File: src/cvo_pkg.sv
// Purpose: Shared constants, timing and CRC helper for the value-operation link
// Assumes: 40 MHz clk on both ends; bytes go least significant bit first
// Notes:   Frame CRC is the Type A CRC, reflected, preset 6363h
package cvo_pkg;
  // ****************************************
  // Opcodes and reply codes
  // ****************************************
  localparam logic [7:0] OP_DEC   = 8'hC0;  // Decrement
  localparam logic [7:0] OP_INC   = 8'hC1;  // Increment
  localparam logic [7:0] OP_RES   = 8'hC2;  // Restore
  localparam logic [7:0] OP_XFER  = 8'hB0;  // Transfer
  localparam logic [3:0] RSP_ACK  = 4'hA;   // Acknowledge
  localparam logic [3:0] RSP_NPRM = 4'h4;   // Refused: block, op or session
  localparam logic [3:0] RSP_NCRC = 4'h5;   // Refused: bad CRC
  localparam logic [3:0] RSP_NONE = 4'h0;   // Nothing heard
  localparam int         RSP_BITS = 4;      // Reply length in bits
  // ****************************************
  // Frame layout
  // ****************************************
  localparam int          CMD_LEN  = 4;     // Opcode, address, CRC
  localparam int          OPD_LEN  = 6;     // Operand word, CRC
  localparam int          MAX_LEN  = 6;     // Longest frame
  localparam logic [15:0] CRC_INIT = 16'h6363;
  localparam logic [15:0] CRC_POLY = 16'h8408;
  // ****************************************
  // Timing
  // ****************************************
  localparam int CLK_PERIOD_PS = 25000;   // 40 MHz
  localparam int ACK_MIN_NS    = 71000;   // Least reply delay
  localparam int GAP_MIN_NS    = 87000;   // Least frame delay, reader side
  localparam int TOUT_VAL_US   = 5000;    // Value op timeout
  localparam int TOUT_XFER_US  = 10000;   // Transfer timeout
  localparam int ACK_MIN_CYC   = (ACK_MIN_NS * 1000 + CLK_PERIOD_PS - 1) / CLK_PERIOD_PS;
  localparam int GAP_MIN_CYC   = (GAP_MIN_NS * 1000 + CLK_PERIOD_PS - 1) / CLK_PERIOD_PS;
  localparam int TOUT_VAL_CYC  = TOUT_VAL_US * 1000 / (CLK_PERIOD_PS / 1000);
  localparam int TOUT_XFER_CYC = TOUT_XFER_US * 1000 / (CLK_PERIOD_PS / 1000);
  localparam int LINK_DIV      = 8;       // 200 ns link bit clock

  // One byte through the frame CRC
  function automatic logic [15:0] cvoCrcByte(logic [15:0] crc, logic [7:0] b);
    logic [15:0] c;
    c = crc;
    for (int i = 0; i < 8; i++) begin
      c = (c[0] ^ b[i]) ? ((c >> 1) ^ CRC_POLY) : (c >> 1);
    end
    return c;
  endfunction : cvoCrcByte

  // Opcodes that take a second, operand frame
  function automatic logic cvoIsValOp(logic [7:0] op);
    return (op == OP_INC) || (op == OP_DEC) || (op == OP_RES);
  endfunction : cvoIsValOp
endpackage : cvo_pkg

File: src/cvo_link_if.sv
// Purpose: Link between reader end and card end
// Assumes: Reader makes lnkClk; each end samples the other's pins
// Notes:   Pure wires, no clocking block
`timescale 1ns/1ps
interface cvo_link_if;
  logic lnkClk;   // Bit clock from the reader
  logic rdrFrm;   // Reader frame active
  logic rdrDat;   // Reader data bit
  logic cardFrm;  // Card reply active
  logic cardDat;  // Card reply bit
  modport reader (output lnkClk, output rdrFrm, output rdrDat, input cardFrm, input cardDat);
  modport card   (input lnkClk, input rdrFrm, input rdrDat, output cardFrm, output cardDat);
endinterface : cvo_link_if

File: src/cvo_card.sv
// Purpose: Card end: value operations into a volatile register, transfer to store
// Assumes: Block store answers nvRdData and nvPermit combinationally, in the same cycle as nvAddr/nvOp
// Notes:   Link pins are sampled through two flops before use
// What this block does
// RL1 - Increment adds operand to source block value
// RL2 - Decrement subtracts operand from source block value
// RL3 - Restore copies source block value unchanged
// RL4 - Reader sends opcode then one-byte address
// RL5 - Operand is a four-byte signed integer
// RL6 - Every frame carries CRC, checked before acting
// RL7 - No reply to part 2; reader waits timeout
// RL8 - Part 1 reply no earlier than 71 us
// RL9 - Card never times out between parts
// RL10 - Results stay volatile until a transfer
// RL11 - Transfer writes volatile value to destination
// RL12 - Transfer frame: opcode, address, CRC only
// RL13 - Transfer reply after 71 us; 10 ms allowed
// RL14 - Delays count from end of reader frame
// RL15 - Ah acknowledges, any other code refuses
// RL16 - Value commands need an authenticated session
// RL17 - Refused part 1 leaves value register unchanged
`timescale 1ns/1ps
module cvo_card
  import cvo_pkg::*;
(
  input  wire logic        clk,
  input  wire logic        nrst,
  cvo_link_if.card         lnk,
  input  wire logic        authOk,     // Session established
  output logic [7:0]       nvAddr,     // Addressed block
  output logic [7:0]       nvOp,       // Operation asked of that block
  input  wire logic [31:0] nvRdData,   // Value held in the block
  input  wire logic        nvPermit,   // Block allows nvOp
  output logic             nvWrEn,     // One-cycle write request
  output logic [31:0]      nvWrData,   // Value to commit
  input  wire logic        nvWrDone,   // Write finished pulse
  output logic [31:0]      valueReg    // Volatile value register
);
  // ****************************************
  // Pin synchronisers
  // ****************************************
  logic [2:0] sync1_q;   // First stage: clock, frame, data
  logic [2:0] sync2_q;   // Second stage
  logic       clkOld_q;  // Previous synced link clock
  logic       frmOld_q;  // Previous synced frame

  // Two flops, then edge history
  always_ff @(posedge clk or negedge nrst) begin
    if (!nrst) begin
      sync1_q  <= 3'h0;
      sync2_q  <= 3'h0;
      clkOld_q <= 1'b0;
      frmOld_q <= 1'b0;
    end else begin
      sync1_q  <= {lnk.lnkClk, lnk.rdrFrm, lnk.rdrDat};
      sync2_q  <= sync1_q;
      clkOld_q <= sync2_q[2];
      frmOld_q <= sync2_q[1];
    end
  end

  logic linkRise;   // Link clock rising, one cycle
  logic frmEnd;     // Reader frame just closed
  assign linkRise = sync2_q[2] & ~clkOld_q;
  assign frmEnd   = frmOld_q & ~sync2_q[1];   // see RL14

  // ****************************************
  // Frame receiver
  // ****************************************
  logic [7:0]  rxBuf_q [MAX_LEN];  // Received bytes
  logic [7:0]  rxBuf_d [MAX_LEN];
  logic [7:0]  shift_q, shift_d;   // Byte in assembly
  logic [2:0]  bitCnt_q, bitCnt_d; // Bits of current byte
  logic [3:0]  len_q, len_d;       // Whole bytes received
  logic [15:0] crc_q, crc_d;       // Running CRC

  // Shift bits in on link rise while framed
  always_comb begin
    rxBuf_d  = rxBuf_q;
    shift_d  = shift_q;
    bitCnt_d = bitCnt_q;
    len_d    = len_q;
    crc_d    = crc_q;
    if (frmEnd) begin
      // Fresh frame state once the frame is consumed
      bitCnt_d = 3'h0;
      len_d    = 4'h0;
      crc_d    = CRC_INIT;
    end else if (linkRise && sync2_q[1]) begin
      shift_d  = {sync2_q[0], shift_q[7:1]};
      bitCnt_d = bitCnt_q + 3'h1;
      if (bitCnt_q == 3'h7) begin
        // Overlong frames keep counting so length checks fail
        if (len_q < 4'(MAX_LEN)) begin
          rxBuf_d[len_q[2:0]] = shift_d;
        end
        if (len_q != 4'hF) begin
          len_d = len_q + 4'h1;
        end
        crc_d = cvoCrcByte(crc_q, shift_d);  // see RL6
      end
    end
  end

  // Receiver registers
  always_ff @(posedge clk or negedge nrst) begin
    if (!nrst) begin
      for (int i = 0; i < MAX_LEN; i++) begin
        rxBuf_q[i] <= 8'h00;
      end
      shift_q  <= 8'h00;
      bitCnt_q <= 3'h0;
      len_q    <= 4'h0;
      crc_q    <= CRC_INIT;
    end else begin
      rxBuf_q  <= rxBuf_d;
      shift_q  <= shift_d;
      bitCnt_q <= bitCnt_d;
      len_q    <= len_d;
      crc_q    <= crc_d;
    end
  end

  // Residue is zero when data plus CRC agree
  logic crcOk;      // Frame CRC good, whole bytes
  logic [31:0] opnd;  // Operand, low byte first
  assign crcOk = (crc_q == 16'h0000) && (bitCnt_q == 3'h0);  // see RL6
  assign opnd  = {rxBuf_q[3], rxBuf_q[2], rxBuf_q[1], rxBuf_q[0]};  // see RL5

  // ****************************************
  // Command control
  // ****************************************
  typedef enum logic [4:0] {
    C_IDLE  = 5'b00001,  // Waiting for a frame
    C_FETCH = 5'b00010,  // Store answering address
    C_WRITE = 5'b00100,  // Committing value
    C_DELAY = 5'b01000,  // Holding off the reply
    C_TX    = 5'b10000   // Sending four-bit reply
  } cvo_card_st_t;

  cvo_card_st_t st_q, st_d;         // Controller state
  logic        await_q, await_d;    // Part 2 expected
  logic [7:0]  op_q, op_d;          // Latched opcode
  logic [7:0]  addr_q, addr_d;      // Latched block address
  logic [31:0] src_q, src_d;        // Source block value
  logic [31:0] val_q, val_d;        // Volatile value register
  logic [11:0] dly_q, dly_d;        // Cycles since frame end
  logic [3:0]  code_q, code_d;      // Reply code
  logic [2:0]  txCnt_q, txCnt_d;    // Reply bits sent
  logic        cFrm_q, cFrm_d;      // Reply frame pin
  logic        cDat_q, cDat_d;      // Reply data pin
  logic        wrEn_q, wrEn_d;      // Store write pulse

  // Next-state logic of the controller
  always_comb begin
    st_d    = st_q;
    await_d = await_q;
    op_d    = op_q;
    addr_d  = addr_q;
    src_d   = src_q;
    val_d   = val_q;
    code_d  = code_q;
    txCnt_d = txCnt_q;
    cFrm_d  = cFrm_q;
    cDat_d  = cDat_q;
    wrEn_d  = 1'b0;
    // Free count from frame end, saturating; no wait between parts ends
    dly_d   = (dly_q == 12'hFFF) ? dly_q : dly_q + 12'h1;  // see RL9
    if (frmEnd) begin
      dly_d = 12'h0;  // see RL14
    end
    unique case (st_q)
      C_IDLE: begin
        if (frmEnd) begin
          if (await_q) begin
            // Part 2: commit to volatile register only, stay silent
            await_d = 1'b0;  // see RL7
            if ((len_q == 4'(OPD_LEN)) && crcOk) begin
              if (op_q == OP_INC) begin
                val_d = $signed(src_q) + $signed(opnd);  // see RL1 see RL5 see RL10
              end else if (op_q == OP_DEC) begin
                val_d = $signed(src_q) - $signed(opnd);  // see RL2 see RL10
              end else begin
                val_d = src_q;  // see RL3
              end
            end
          end else if ((len_q == 4'(CMD_LEN)) &&
                       (cvoIsValOp(rxBuf_q[0]) || (rxBuf_q[0] == OP_XFER))) begin
            if (!crcOk) begin
              code_d = RSP_NCRC;  // see RL17
              st_d   = C_DELAY;
            end else if (!authOk) begin
              code_d = RSP_NPRM;  // see RL16
              st_d   = C_DELAY;
            end else begin
              op_d   = rxBuf_q[0];  // see RL4 see RL12
              addr_d = rxBuf_q[1];
              st_d   = C_FETCH;
            end
          end
          // Other frames belong to other commands
        end
      end
      C_FETCH: begin
        if (!nvPermit) begin
          code_d = RSP_NPRM;  // see RL17
          st_d   = C_DELAY;
        end else if (op_q == OP_XFER) begin
          wrEn_d = 1'b1;  // see RL11
          st_d   = C_WRITE;
        end else begin
          src_d   = nvRdData;
          code_d  = RSP_ACK;
          await_d = 1'b1;
          st_d    = C_DELAY;
        end
      end
      C_WRITE: begin
        // Reply only once the store has the value
        if (nvWrDone) begin
          code_d = RSP_ACK;  // see RL13
          st_d   = C_DELAY;
        end
      end
      C_DELAY: begin
        if (dly_q >= 12'(ACK_MIN_CYC)) begin
          txCnt_d = 3'h0;  // see RL8 see RL13
          st_d    = C_TX;
        end
      end
      C_TX: begin
        // Bits change just after a link rise, low bit first
        if (linkRise) begin
          if (txCnt_q == 3'(RSP_BITS)) begin
            cFrm_d = 1'b0;
            cDat_d = 1'b0;
            st_d   = C_IDLE;
          end else begin
            cFrm_d  = 1'b1;
            cDat_d  = code_q[txCnt_q[1:0]];  // see RL15
            txCnt_d = txCnt_q + 3'h1;
          end
        end
      end
    endcase
  end

  // Controller registers
  always_ff @(posedge clk or negedge nrst) begin
    if (!nrst) begin
      st_q    <= C_IDLE;
      await_q <= 1'b0;
      op_q    <= 8'h00;
      addr_q  <= 8'h00;
      src_q   <= 32'h0000_0000;
      val_q   <= 32'h0000_0000;
      dly_q   <= 12'h000;
      code_q  <= RSP_NONE;
      txCnt_q <= 3'h0;
      cFrm_q  <= 1'b0;
      cDat_q  <= 1'b0;
      wrEn_q  <= 1'b0;
    end else begin
      st_q    <= st_d;
      await_q <= await_d;
      op_q    <= op_d;
      addr_q  <= addr_d;
      src_q   <= src_d;
      val_q   <= val_d;
      dly_q   <= dly_d;
      code_q  <= code_d;
      txCnt_q <= txCnt_d;
      cFrm_q  <= cFrm_d;
      cDat_q  <= cDat_d;
      wrEn_q  <= wrEn_d;
    end
  end

  // ****************************************
  // Outputs
  // ****************************************
  assign lnk.cardFrm = cFrm_q;
  assign lnk.cardDat = cDat_q;
  assign nvAddr      = addr_q;
  assign nvOp        = op_q;
  assign nvWrEn      = wrEn_q;
  assign nvWrData    = val_q;   // see RL11
  assign valueReg    = val_q;
endmodule : cvo_card

File: src/flat_wrapper.sv
// flat-port wrapper written by rule: the top's interface ports become plain ports
module cvo_card_flat import cvo_pkg::*;
  (clk, nrst, authOk, nvAddr, nvOp, nvRdData, nvPermit, nvWrEn, nvWrData, nvWrDone, valueReg, lnk_lnkClk, lnk_rdrFrm, lnk_rdrDat, lnk_cardFrm, lnk_cardDat);
  cvo_link_if lnk_i ();
  input  wire logic clk;
  input  wire logic nrst;
  input  wire logic authOk;
  output logic [7:0] nvAddr;
  output logic [7:0] nvOp;
  input  wire logic [31:0] nvRdData;
  input  wire logic nvPermit;
  output logic nvWrEn;
  output logic [31:0] nvWrData;
  input  wire logic nvWrDone;
  output logic [31:0] valueReg;
  input wire logic [$bits(lnk_i.lnkClk)-1:0] lnk_lnkClk;
  input wire logic [$bits(lnk_i.rdrFrm)-1:0] lnk_rdrFrm;
  input wire logic [$bits(lnk_i.rdrDat)-1:0] lnk_rdrDat;
  output wire logic [$bits(lnk_i.cardFrm)-1:0] lnk_cardFrm;
  output wire logic [$bits(lnk_i.cardDat)-1:0] lnk_cardDat;
  assign lnk_i.lnkClk = lnk_lnkClk;
  assign lnk_i.rdrFrm = lnk_rdrFrm;
  assign lnk_i.rdrDat = lnk_rdrDat;
  assign lnk_cardFrm = lnk_i.cardFrm;
  assign lnk_cardDat = lnk_i.cardDat;
  cvo_card u_core (.clk(clk), .nrst(nrst), .lnk(lnk_i), .authOk(authOk), .nvAddr(nvAddr), .nvOp(nvOp), .nvRdData(nvRdData), .nvPermit(nvPermit), .nvWrEn(nvWrEn), .nvWrData(nvWrData), .nvWrDone(nvWrDone), .valueReg(valueReg));
endmodule
File: config.mk
export PLATFORM = sky130hd
export DESIGN_NAME = cvo_card_flat
export DESIGN_NICKNAME = d
export VERILOG_FILES = /design/src/cvo_pkg.sv /design/src/cvo_link_if.sv /design/src/cvo_card.sv /design/src/flat_wrapper.sv
export SDC_FILE = /design/constraint.sdc
export NUM_CORES = 1
export LEC_CHECK = 0
export CAP_MARGIN = 30
export CELL_PAD_IN_SITES_DETAIL_PLACEMENT = 1
export CELL_PAD_IN_SITES_GLOBAL_PLACEMENT = 2
export CORE_UTILIZATION = 43
export CTS_CLUSTER_DIAMETER = 50
export DETAILED_ROUTE_END_ITERATION = 6
export DONT_BUFFER_PORTS = 1
export PLACE_DENSITY_LB_ADDON = 0.1
export SLEW_MARGIN = 10
export SYNTH_ARGS = -nofsm -noshare
export SYNTH_HDL_FRONTEND = slang
export SYNTH_SLANG_ARGS = --single-unit
File: constraint.sdc
create_clock -name clk -period 8.3 [get_ports clk]
set_input_delay 1.245 -clock clk [delete_from_list [all_inputs] [get_ports clk]]
set_output_delay 1.245 -clock clk [all_outputs]
set_load 0.02 [all_outputs]
* Yosys cells after proc, flatten, opt, wreduce, memory -nomap -nowiden
Index checks and enable logic that the tools add are counted.
** Storage, ports and cells
- Flip-flop bits (word level) :: 195
- Logic and storage cells :: 180
- Bits of input ports :: 40
- Output and inout port bits :: 83
- Memories kept :: 0
- ROM bits :: 0
- Latch bits :: 0
- Memory bits (writable) :: 0
** Cells by class
- Reductions and logical operators :: 28
- Muxes and demuxes :: 60
- Shift operators :: 0
- Eq/ne operators :: 31
- Order comparisons :: 5
- Bitwise operators :: 24
- Multiply operators :: 0
- Divide/modulo/power cells :: 0
- $add $sub $neg :: 6
** Operator list (count)
- 2-to-1 mux 16 bit :: 11
- 2-to-1 mux 32 bit :: 2
- == test 8 bit (second input constant) :: 7
- 2-to-1 mux 4 bit :: 14
- bitwise mux 48 bit :: 1
- 2-to-1 mux 5 bit :: 9
- adder 32 bit :: 1
- subtractor 32 bit :: 1
- case mux 5 bit (5 select lines) :: 1
- demux 8 bit (select 3 bit) :: 1
- 2-to-1 mux 12 bit :: 2
- NOT 2 -> 3 bit :: 8
- logical NOT 16 bit :: 1
- AND reduction 4 bit :: 4
- 2-to-1 mux 3 bit :: 5
- AND reduction 7 bit :: 2
- adder 12 x 1 -> 12 bit (second input constant) :: 1
- == test 12 bit (second input constant) :: 1
- >= comparator 12 bit (second input constant) :: 1
- != test 2 x 1 -> 1 bit (second input constant) :: 6
- case mux 4 bit (3 select lines) :: 1
- != test 2 bit (second input constant) :: 5
- nonzero test 2 bit :: 5
- 2-to-1 mux 1 bit :: 9
- 30 further kinds :: 55

* Depth between registers and ports, before layout
Gate-level depths: netlist of run 1.
- Depth after elaboration :: 19
- Depth in mapped cells :: 12
- Mapped depth without buffers :: 12

* Least setup slack after synthesis of run 1
OpenSTA, ideal clock, no wires.
- Kind :: register to register
- Start :: reg u_core.src_q[9]
- End :: reg u_core.val_q[29], in the netlist u_core.nvWrData[29]
- Buffers on the path :: 1
- Data arrival time :: 2.795 ns
- Setup time :: 0.130 ns
- Stages on the path, launching flop included :: 12
- Path slack :: 5.375 ns
- Clock period less this slack :: 2.925 ns
- Data required time :: 8.170 ns
- Cell sequence :: dfrtp_1 > ha_1 > buf_6 > or3_4 > a2111oi_4 > o311a_2 > nor3_4 > a2111oi_2 > o41ai_1 > xnor2_1 > a221oi_2 > o22ai_2
** Between the ends
- Word-level cells in the longest chain between the ends :: 3
- Elaborated cells on any way between the ends :: 4
- Classes of those cells :: 2 x add/sub; 2 x mux
** RTL lines
- start, declared :: RTL line cvo_card.sv:145 : logic [31:0] src_q, src_d;
- start signal, assigned :: RTL line cvo_card.sv:268 : src_q <= src_d;
- subtractor 32 bit :: RTL line cvo_card.sv:182 : val_d = $signed(src_q) - $signed(opnd);
- 2-to-1 mux 32 bit :: RTL line cvo_card.sv:181 : end else if (op_q == OP_DEC) begin
- 2-to-1 mux 32 bit (*) :: RTL line cvo_card.sv:179 : if (op_q == OP_INC) begin
- end signal, assigned :: RTL line cvo_card.sv:269 : val_q <= val_d;
- end, declared :: RTL line cvo_card.sv:146 : logic [31:0] val_q, val_d;
Mark *: on every way between the ends. The rest lies on a longest branch, timed or not.
A chain may end at the register's enable or synchronous reset.

* Worst setup path after layout of run 1
- Start :: reg u_core.rxBuf_q, in the netlist u_core.opnd[1]
- End :: reg u_core.val_q[23], in the netlist u_core.nvWrData[23]
** Between the ends
- Word-level cells in the longest chain between the ends :: 3
- Elaborated cells on any way between the ends :: 4
- Classes of those cells :: 2 x add/sub; 2 x mux
** RTL lines
- start, declared :: RTL line cvo_card.sv:70 : logic [7:0] rxBuf_q [MAX_LEN];
- start signal, assigned :: RTL line cvo_card.sv:116 : rxBuf_q <= rxBuf_d;
- subtractor 32 bit :: RTL line cvo_card.sv:182
- 2-to-1 mux 32 bit :: RTL line cvo_card.sv:181
- 2-to-1 mux 32 bit (*) :: RTL line cvo_card.sv:179
Marked as above.

==> out/qor.csv, run 1 <==
metric,value,unit
Post-Synth Simple-Gate Area,0.1651,
Vias/cell,5.904,
sequential share of the synthesized area,0.3838,
worst setup margin,4.773,ns
cts hold-fix bufs,0,
share of flip-flops with an asynchronous set or reset,1.000,
P_sw,726.1,µW
Congestion Overflow GR,0,
CTS root buffer,clkbuf_16,
Adder-Cell Fraction of Synth Area,0.08132,
"Clk Latency, worst-skew pair",0.45,ns
Tightest Pin Transition,0.8945,ns
Post-Route WL,35.13,mm
Synth Area in Compound Gates,0.1835,
routed len/inst,22.42,µm
DR iter-0 viols,617,
Slew HR,0.4000,
die footprint,27570,µm²
xor/xnor cell area share of the yosys netlist,0.04618,
vias in the first global route,9571,
dominant synthesized flop cell,dfrtp_1,
Clk pwr share,0.382,
Worst Setup EP,u_core.nvWrData[23]$_DFFE_PN0P_,
"FF+latch count, synth",177,
hpwl dp,25.47,mm
Cells after Synth,1280,
CP Max Fanout,6,
IO Pins,123,
main combinational cell family by area after synthesis,compound AO/OA/AOI/OAI gates,
Critical Path Start Type,register,
DR pass1 iterations,7,
Critical Path End Type,register,
library cells used by synthesis,83,
Fillers,2987,
Avg Inst Size Synth,9.039,µm²
status,"complete, but fails checks",
Final GP Congestion,0.8708,
Synthesized Nets,1394,
Final Hold Fails,0,
power share of the combinational group,0.178,
post-CTS resize count,0,
pwr/cell area,181.3,nW/µm²
largest net degree at the start of global routing,178,
Worst R2R Start,u_core.opnd[1]$_DFFE_PN0P_,
I/O Buffers,0,
share of post-route cells with drive strength above 1,0.1064,
Setup Crit Path Kind,reg2reg,
fin nets,1332,
Max IR drop VDD,127.8,µV
reg-to-reg critical path endpoint,u_core.nvWrData[23]$_DFFE_PN0P_,
die span in x,166.0,µm
skew final,0.02352,ns
critical path startpoint,u_core.opnd[1]$_DFFE_PN0P_,
Starting Density,0.4415,
H-tree levels,4,
clock sinks,177,
Placed Cells,1534,
num rows,59,
Final Core Density,0.4656,
sw frac,0.3283,
TritonCTS clock tree,done,
Hold Path Cell Cnt,0,
minimum clock period,3.527,ns
setup tns final,0,ns
synthesized cell area,11570,µm²
Yosys top cell area share,0.3634,
core area,26210,µm²
Max-cap violations,0,
post-synthesis mux area share,0.07429,
number of synthesized flops with an enable pin,0,
Min-Delay Path Class,reg2reg,
failing checks,DRC,
first-pass GRT wire length,56.31,mm
Post-CTS Setup Bufs,0,
setup violators final,0,
Finished Layout Cells,1567,
Synth Warn #,0,
Flop pwr share,0.440,
CP Data Required Time,8.62,ns
total CTS buffers,17,
Post-Place Worst Slack,4.823,ns
leakage power,0.005530,µW
Max Root-Sink Buffers,2,
drt drc,18,
chip height,166.0,µm
Placed Area,11580,µm²
Yosys top cell by area,dfrtp_1,
Worst R2R Setup Slack,4.77,ns
largest cells by area after synthesis,"dfrtp_1 (36%), ha_1 (7.8%), mux2_2 (5.7%)",
R2R depth,11,
FMAX,0.2836,GHz
via count,9252,
unrepaired setup endpoints after global routing,false,
All-Layer GR Usage,0.2630,
area delta synth->final,5.451,%
ANT nets after route,0,
commonest cells in the netlist,"dfrtp_1 (168), nand2_1 (132), a21oi_1 (95), nor2_1 (90), o21ai_0 (88)",
crit path DAT,3.85,ns
Worst-path clk slew,0.08,ns
initial antenna violation count,4,
P_int,1486,µW
Tcrit/Tclk final,0.4249,
final slew viol count,0,
final instance area,12200,µm²
most common cell in the netlist,dfrtp_1,
[state kept, by name, indices dropped and copies added (netlist names)]
signal	flops
u_core.crc_q	16
u_core.nvWrData	32
u_core.await_q	1
u_core.clkOld_q	1
u_core.code_q	3
u_core.shift_q	7
u_core.lnk.cardFrm	1
u_core.sync1_q	3
u_core.sync2_q	3
u_core.dly_q	12
u_core.frmOld_q	1
u_core.bitCnt_q	3
u_core.opnd	32
u_core.lnk.cardDat	1
u_core.txCnt_q	3
u_core.nvOp	8
u_core.src_q	32
u_core.nvAddr	8
u_core.nvWrEn	1
u_core.st_q	5
u_core.len_q	4
[through the flow]
| step | power [µW] | hold WS, ns |
|---|---|---|
| 2_1_floorplan | 1263 | 0.3312 |
| 3_3_place_gp | 1378 | 0.3335 |
| 3_5_place_dp | 1383 | 0.3371 |
| 4_1_cts | 2236 | 0.3558 |
| 5_1_grt | 2318 | 0.3578 |
| 6_report | 2212 | 0.3524 |
[power groups by stage]
stage          clock [µW]  sequential, µW  combinational (µW)
3_3_place_gp            0             990                 389
3_5_place_dp            0             992                 392
4_1_cts               868             975                 394
2_1_floorplan           0             956                 306
5_1_grt               894             979                 444
6_report              844             973                 394
[how the worst min path moves through the flow]
stage / startpoint / endpoint / slack, ns
3_3_place_gp: u_core.sync1_q[2]$_DFF_PN0_ / u_core.sync2_q[2]$_DFF_PN0_ / 0.33
6_report: u_core.sync1_q[1]$_DFF_PN0_ / u_core.sync2_q[1]$_DFF_PN0_ / 0.35
4_1_cts: u_core.sync1_q[1]$_DFF_PN0_ / u_core.sync2_q[1]$_DFF_PN0_ / 0.36
2_1_floorplan: u_core.sync1_q[0]$_DFF_PN0_ / u_core.sync2_q[0]$_DFF_PN0_ / 0.33
3_5_place_dp: u_core.sync1_q[1]$_DFF_PN0_ / u_core.sync2_q[1]$_DFF_PN0_ / 0.34
5_1_grt: u_core.sync1_q[1]$_DFF_PN0_ / u_core.sync2_q[1]$_DFF_PN0_ / 0.36
[layout by cell type, fill, tap and decap left out, types with 14 or more instances in the layout]
cell type / n
dfrtp_1: 168
nand2_1: 131
a21oi_1: 95
nor2_1: 89
o21ai_0: 88
inv_1: 72
ha_1: 72
mux2_2: 59
xnor2_1: 41
nor3_1: 32
nand3_1: 30
nand2b_1: 21
xor2_1: 20
a21o_1: 18
mux2i_1: 18
nand4_1: 17
clkbuf_16: 17
o31ai_1: 15
and3_1: 14
a31oi_1: 14
[cell families (layout without fill, tap and decap cells)]
| kind of cell | Yosys count | after routing |
|---|---|---|
| other | 0 | 1 |
| flip-flops | 177 | 177 |
| AND/OR/NAND/NOR | 397 | 397 |
| AO/OA/AOI/OAI | 329 | 329 |
| multiplexers | 78 | 78 |
| XOR/XNOR | 61 | 61 |
| adder cells (fa/ha/maj) | 74 | 74 |
| buffers and inverters | 164 | 115 |
[routing by layer]
| metal | vias up | global-route usage | part of all wire | routed length [µm] |
|---|---|---|---|---|
| met5 | - | 0 | 0.00077 | 27 |
| met4 | 4 | 0.07558 | 0.022 | 769 |
| met3 | 44 | 0.04314 | 0.036 | 1264 |
| met2 | 193 | 0.4333 | 0.47 | 16620 |
| met1 | 4624 | 0.3556 | 0.47 | 16460 |
| li1 | 4387 | - | - | - |
[layout make-up]
cell class                 count  area, µm²  share of cell area
timing repair buffer           9      67.56            0.005538
clock inverter                14      175.2             0.01436
sequential                   177       4441              0.3640
inverter                      74      277.8             0.02277
antenna                        1      2.502           0.0002051
multi-input combinational    939       6379              0.5228
clock buffer                  18      439.2             0.03600
tap                          335      419.2             0.03436
[critical path: stages, from the launching register on]
cell	delay, ns
dfrtp_1	0.50
inv_1	0.16
ha_1	0.31
nand2b_1	0.08
a211oi_1	0.61
o2111ai_1	0.30
nand2_1	0.17
a41oi_1	0.36
mux2i_1	0.31
nand3_1	0.11
a31o_1	0.24
mux2_4	0.25
(Power assumes the default switching activity.)
==> run 2: changes to the inputs <==
Settings changed: CORE_UTILIZATION 43 to 40.
Clock period 8.3 ns to 3.53 ns, I/O delays scaled along.
==> out/qor.csv, run 2 (synthesized netlist as in run 1, its figures left out) <==
metric,value,unit
Critical Path Start Type,register,
P_sw,1657,µW
DR iter-0 viols,473,
Met3 Wirelength,1.477,mm
Worst-path clk slew,0.07,ns
pwr/cell area,422.7,nW/µm²
Starting Density,0.4119,
Finished Layout Cells,1632,
vias in the first global route,9642,
multi-input logic area,6391,µm²
Max IR drop VDD,301.4,µV
hpwl dp,26.87,mm
P_int,3593,µW
sw frac,0.3156,
Congestion Overflow GR,0,
Flop pwr share,0.436,
"Clk Latency, worst-skew pair",0.46,ns
Final GP Congestion,0.8527,
ANT nets after route,0,
clock sinks,177,
Placed Cells,1600,
All-Layer GR Usage,0.2585,
first-pass GRT wire length,57.11,mm
leakage power,0.005638,µW
core area,28090,µm²
Post-CTS Setup Bufs,0,
Register Area,4442,µm²
n_diodes,0,
initial antenna violation count,2,
power share of the combinational group,0.183,
Hold WS,-0.2263,ns
setup violators final,0,
Setup Crit Path Kind,reg2reg,
I/O Buffers,0,
unrepaired setup endpoints after global routing,false,
Worst R2R Start,u_core.opnd[0]$_DFFE_PN0P_,
num rows,61,
fin nets,1355,
most frequent cells in the layout,"dfrtp_1 (167), nand2_1 (131), a21oi_1 (95)",
total CTS buffers,17,
skew final,0.01584,ns
Post-Route WL,36.66,mm
largest net degree at the start of global routing,178,
Slew HR,0.4470,
TritonCTS clock tree,done,
final instance area,12420,µm²
via count,9342,
CTS root buffer,clkbuf_16,
Vias/cell,5.724,
R2R depth,11,
setup tns final,0,ns
Fillers,3319,
M1 WL,16.93,mm
met2 WL post-DR,17.46,mm
area delta synth->final,7.332,%
die span in x,172.1,µm
crit path DAT,3.68,ns
top sig layer,met5,
Placed Area,11810,µm²
final slew viol count,0,
"commonest non-fill, non-tap cell in the layout",dfrtp_1,
Tcrit/Tclk final,0.9320,
die footprint,29610,µm²
CP Max Fanout,6,
chip height,172.1,µm
FMAX,0.3040,GHz
IO Pins,123,
CP Data Required Time,3.92,ns
H-tree levels,4,
share of post-route cells with drive strength above 1,0.1244,
Post-Place Worst Slack,0.2297,ns
Tightest Pin Transition,0.8244,ns
Max Root-Sink Buffers,2,
reg-to-reg critical path endpoint,u_core.nvWrData[30]$_DFFE_PN0P_,
Clk pwr share,0.381,
DR pass1 iterations,5,
Min-Delay Path Class,in2async,
status,"complete, but fails checks",
failing checks,hold timing,
drt drc,0,
routed len/inst,22.46,µm
worst setup margin,0.2401,ns
minimum clock period,3.290,ns
Max-cap violations,0,
Worst R2R Setup Slack,0.24,ns
Critical Path End Type,register,
Final Hold Fails,168,
-- run 2: changes by cell type in the layout (fill, tap and decap cells not counted), moves of 2 or more --
cell / previous run / this run
inv_12: 2 / 0
bufinv_16: 0 / 2
clkinv_8: 4 / 0
inv_6: 3 / 6
buf_4: 9 / 32
clkinv_2: 0 / 2
-- run 2: routing by layer --
metal / GRT usage / vias up
met5: 0 / -
met4: 0.08157 / 2
met3: 0.05081 / 38
met2: 0.4250 / 159
met1: 0.3402 / 4716
li1: - / 4427
-- run 2: stage by stage --
stage | utilization | power, µW
5_1_grt | 0.4421 | 5501
3_3_place_gp | 0.4205 | 3273
2_1_floorplan | - | 2969
6_report | 0.4421 | 5250
3_5_place_dp | 0.4205 | 3282
4_1_cts | 0.4417 | 5308
-- run 2: power groups by stage --
stage	registers, µW	clock network (µW)	logic (µW)
after global placement	2330	0	944
after floorplan	2250	0	720
final	2290	2000	961
after CTS	2290	2060	958
after detailed placement	2330	0	950
after global routing	2310	2130	1070
-- run 2: cell type report --
class                      count  share of cell area
multi-input combinational    939              0.5147
sequential                   177              0.3577
tap                          378             0.03809
clock buffer                  18             0.03456
inverter                      74             0.02237
timing repair buffer          32             0.01934
clock inverter                14             0.01330
-- run 2: worst max path at each step --
stage / startpoint / endpoint / cells after the start / slack [ns]
final: u_core.opnd[0]$_DFFE_PN0P_ / u_core.nvWrData[30]$_DFFE_PN0P_ / 11 / 0.24
after global routing: u_core.src_q[8]$_DFFE_PN0P_ / u_core.nvWrData[29]$_DFFE_PN0P_ / 10 / 0.02
after CTS: u_core.opnd[2]$_DFFE_PN0P_ / u_core.nvWrData[28]$_DFFE_PN0P_ / 11 / 0.15
after detailed placement: u_core.opnd[2]$_DFFE_PN0P_ / u_core.nvWrData[28]$_DFFE_PN0P_ / 11 / 0.23
after global placement: u_core.opnd[2]$_DFFE_PN0P_ / u_core.nvWrData[28]$_DFFE_PN0P_ / 11 / 0.24
after floorplan: u_core.src_q[9]$_DFFE_PN0P_ / u_core.nvWrData[29]$_DFFE_PN0P_ / 11 / 0.61
-- run 2: worst max-delay path, cell delays in order (launching register included) --
cell and delay [ns]:
dfrtp_1 0.45, ha_1 0.24, fa_1 0.40, nand2b_1 0.18, a21oi_1 0.20, o2111ai_1 0.22, a21oi_1 0.41, o211ai_1 0.23
and4b_1 0.25, or3_1 0.34, a21oi_1 0.15, o22a_1 0.15
-- run 2: what timing repair did --
action / 4_1_cts / 5_1_grt
resized for setup: 0 / 4
hold endpoints to repair: 177 / 173
setup endpoints to repair: 0 / 4
==> run 3: changes to the inputs <==
Settings changed: PLACE_DENSITY set to 0.8, PLACE_DENSITY_LB_ADDON 0.1 to not set.
==> out/qor.csv, run 3 (synthesized netlist as in run 1, its figures left out) <==
metric,value,unit
fin nets,1357,
Hold WS,-0.2208,ns
Max-cap violations,0,
Max IR drop VDD,317.7,µV
IO Pins,123,
failing checks,hold timing,
Post-Route WL,34.98,mm
CP Cell Sequence,"ha_1, or3_4, a2111oi_4, o311a_2, nor3_4, a2111oi_2, o41ai_2, xnor2_1, a221oi_2, o22ai_2",
FMAX,0.2985,GHz
Finished Layout Cells,1635,
Post-Place Worst Slack,0.1089,ns
CP Max Fanout,9,
Final Core Density,0.4424,
largest net degree at the start of global routing,178,
status,"complete, but fails checks",
die span in x,172.1,µm
Vias/cell,5.705,
I/O Buffers,0,
"commonest non-fill, non-tap cell in the layout",dfrtp_1,
"slowest stage delay, CP",0.51,ns
Tcrit/Tclk final,0.9490,
Worst-path clk slew,0.08,ns
All-Layer GR Usage,0.2486,
clock sinks,177,
worst setup margin,0.1801,ns
DR pass1 iterations,7,
first-pass GRT wire length,55.55,mm
Slew HR,0.5736,
DR iter-0 viols,422,
routed len/inst,21.39,µm
num rows,61,
most frequent cells in the layout,"dfrtp_1 (168), nand2_1 (131), a21oi_1 (94)",
Critical Path End Type,register,
total CTS buffers,17,
Final Hold Fails,168,
initial antenna violation count,1,
crit path DAT,3.68,ns
drt drc,0,
"Clk Latency, worst-skew pair",0.45,ns
area delta synth->final,7.386,%
leakage power,0.005645,µW
ANT nets after route,0,
pwr/cell area,413.3,nW/µm²
Max Root-Sink Buffers,2,
share of post-route cells with drive strength above 1,0.1290,
R2R depth,10,
skew final,0.01961,ns
Critical Path Start Type,register,
via count,9327,
setup tns final,0,ns
Post-CTS Setup Bufs,0,
Setup Crit Path Kind,reg2reg,
TritonCTS clock tree,done,
final slew viol count,0,
CTS root buffer,clkbuf_16,
H-tree levels,4,
Min-Delay Path Class,in2async,
CP Data Required Time,3.86,ns
chip height,172.1,µm
setup violators final,0,
core area,28090,µm²
unrepaired setup endpoints after global routing,false,
Congestion Overflow GR,0,
Final GP Congestion,0.8923,
Placed Cells,1602,
die footprint,29610,µm²
hpwl dp,25.87,mm
Starting Density,0.4119,
minimum clock period,3.350,ns
Tightest Pin Transition,0.6379,ns
vias in the first global route,9629,
slowest CP cell,a2111oi_2,
run 3: cell count changes in the layout (fill, tap and decap cells not counted), sizes merged:
| cell | change |
|---|---|
| diode | +1 |
| clkinvlp | +1 |
| clkbuf | -1 |
| buf | +2 |
| clkinv | +2 |
| bufinv | -2 |
run 3: layout make-up:
class | count | area (µm²)
multi-input cells | 939 | 6414
repair buffers | 34 | 255.2
clock inverters | 15 | 136.4
well taps | 378 | 473.0
diodes | 1 | 2.502
fillers | 3311 | 15660
inverters | 74 | 277.8
clock buffers | 17 | 425.4
flip-flops and latches | 177 | 4441
run 3: critical path, delay by kind of cell (launching register included):
| family | cells | cell delay, ns |
|---|---|---|
| flops | 1 | 0.42 |
| compound gates | 6 | 1.67 |
| fa+ha+maj | 1 | 0.44 |
| xor+xnor | 1 | 0.16 |
| simple gates | 2 | 0.54 |
run 3: path summary, 6_finish.rpt:
path / start / endpoint / slack, ns
max: u_core.src_q[9]$_DFFE_PN0P_ / u_core.nvWrData[29]$_DFFE_PN0P_ / 0.18
min: nrst / u_core.nvAddr[4]$_DFFE_PN0P_ / -0.22
max reg2reg: u_core.src_q[9]$_DFFE_PN0P_ / u_core.nvWrData[29]$_DFFE_PN0P_ / 0.18
min reg2reg: u_core.sync1_q[0]$_DFF_PN0_ / u_core.sync2_q[0]$_DFF_PN0_ / 0.35
max in group asynchronous: nrst / u_core.st_q[0]$_DFFE_PN1P_ / 3.28
min in group clk: lnk_rdrFrm / u_core.sync1_q[1]$_DFF_PN0_ / 0.10
run 3: metal layers:
layer	global-route usage	vias up	wire, µm
met5	0	-	0
met4	0.08426	0	835
met3	0.04257	46	1423
met2	0.4066	188	16580
met1	0.3311	4662	16140
li1	-	4431	-
run 3: report_power, final:
part           total, µW  switching, µW  internal [µW]
combinational        973            567            406
sequential          2290            172           2120
clock               1870            939            934
run 3: timing repair:
item | 4_1_cts | 5_1_grt
endpoints found under the setup margin | 0 | 5
endpoints found under the hold margin | 177 | 168
resized for setup | 0 | 8
run 3: per-stage QoR:
step / total power (µW) / instance area [µm²] / hold WS [ns]
6_report: 5135 / 12420 / -0.2208
5_1_grt: 5379 / 12420 / -0.2545
2_1_floorplan: 2969 / 11570 / 0.2339
4_1_cts: 5185 / 12390 / -0.2518
3_3_place_gp: 3269 / 11830 / 0.2398
3_5_place_dp: 3287 / 11830 / 0.2401
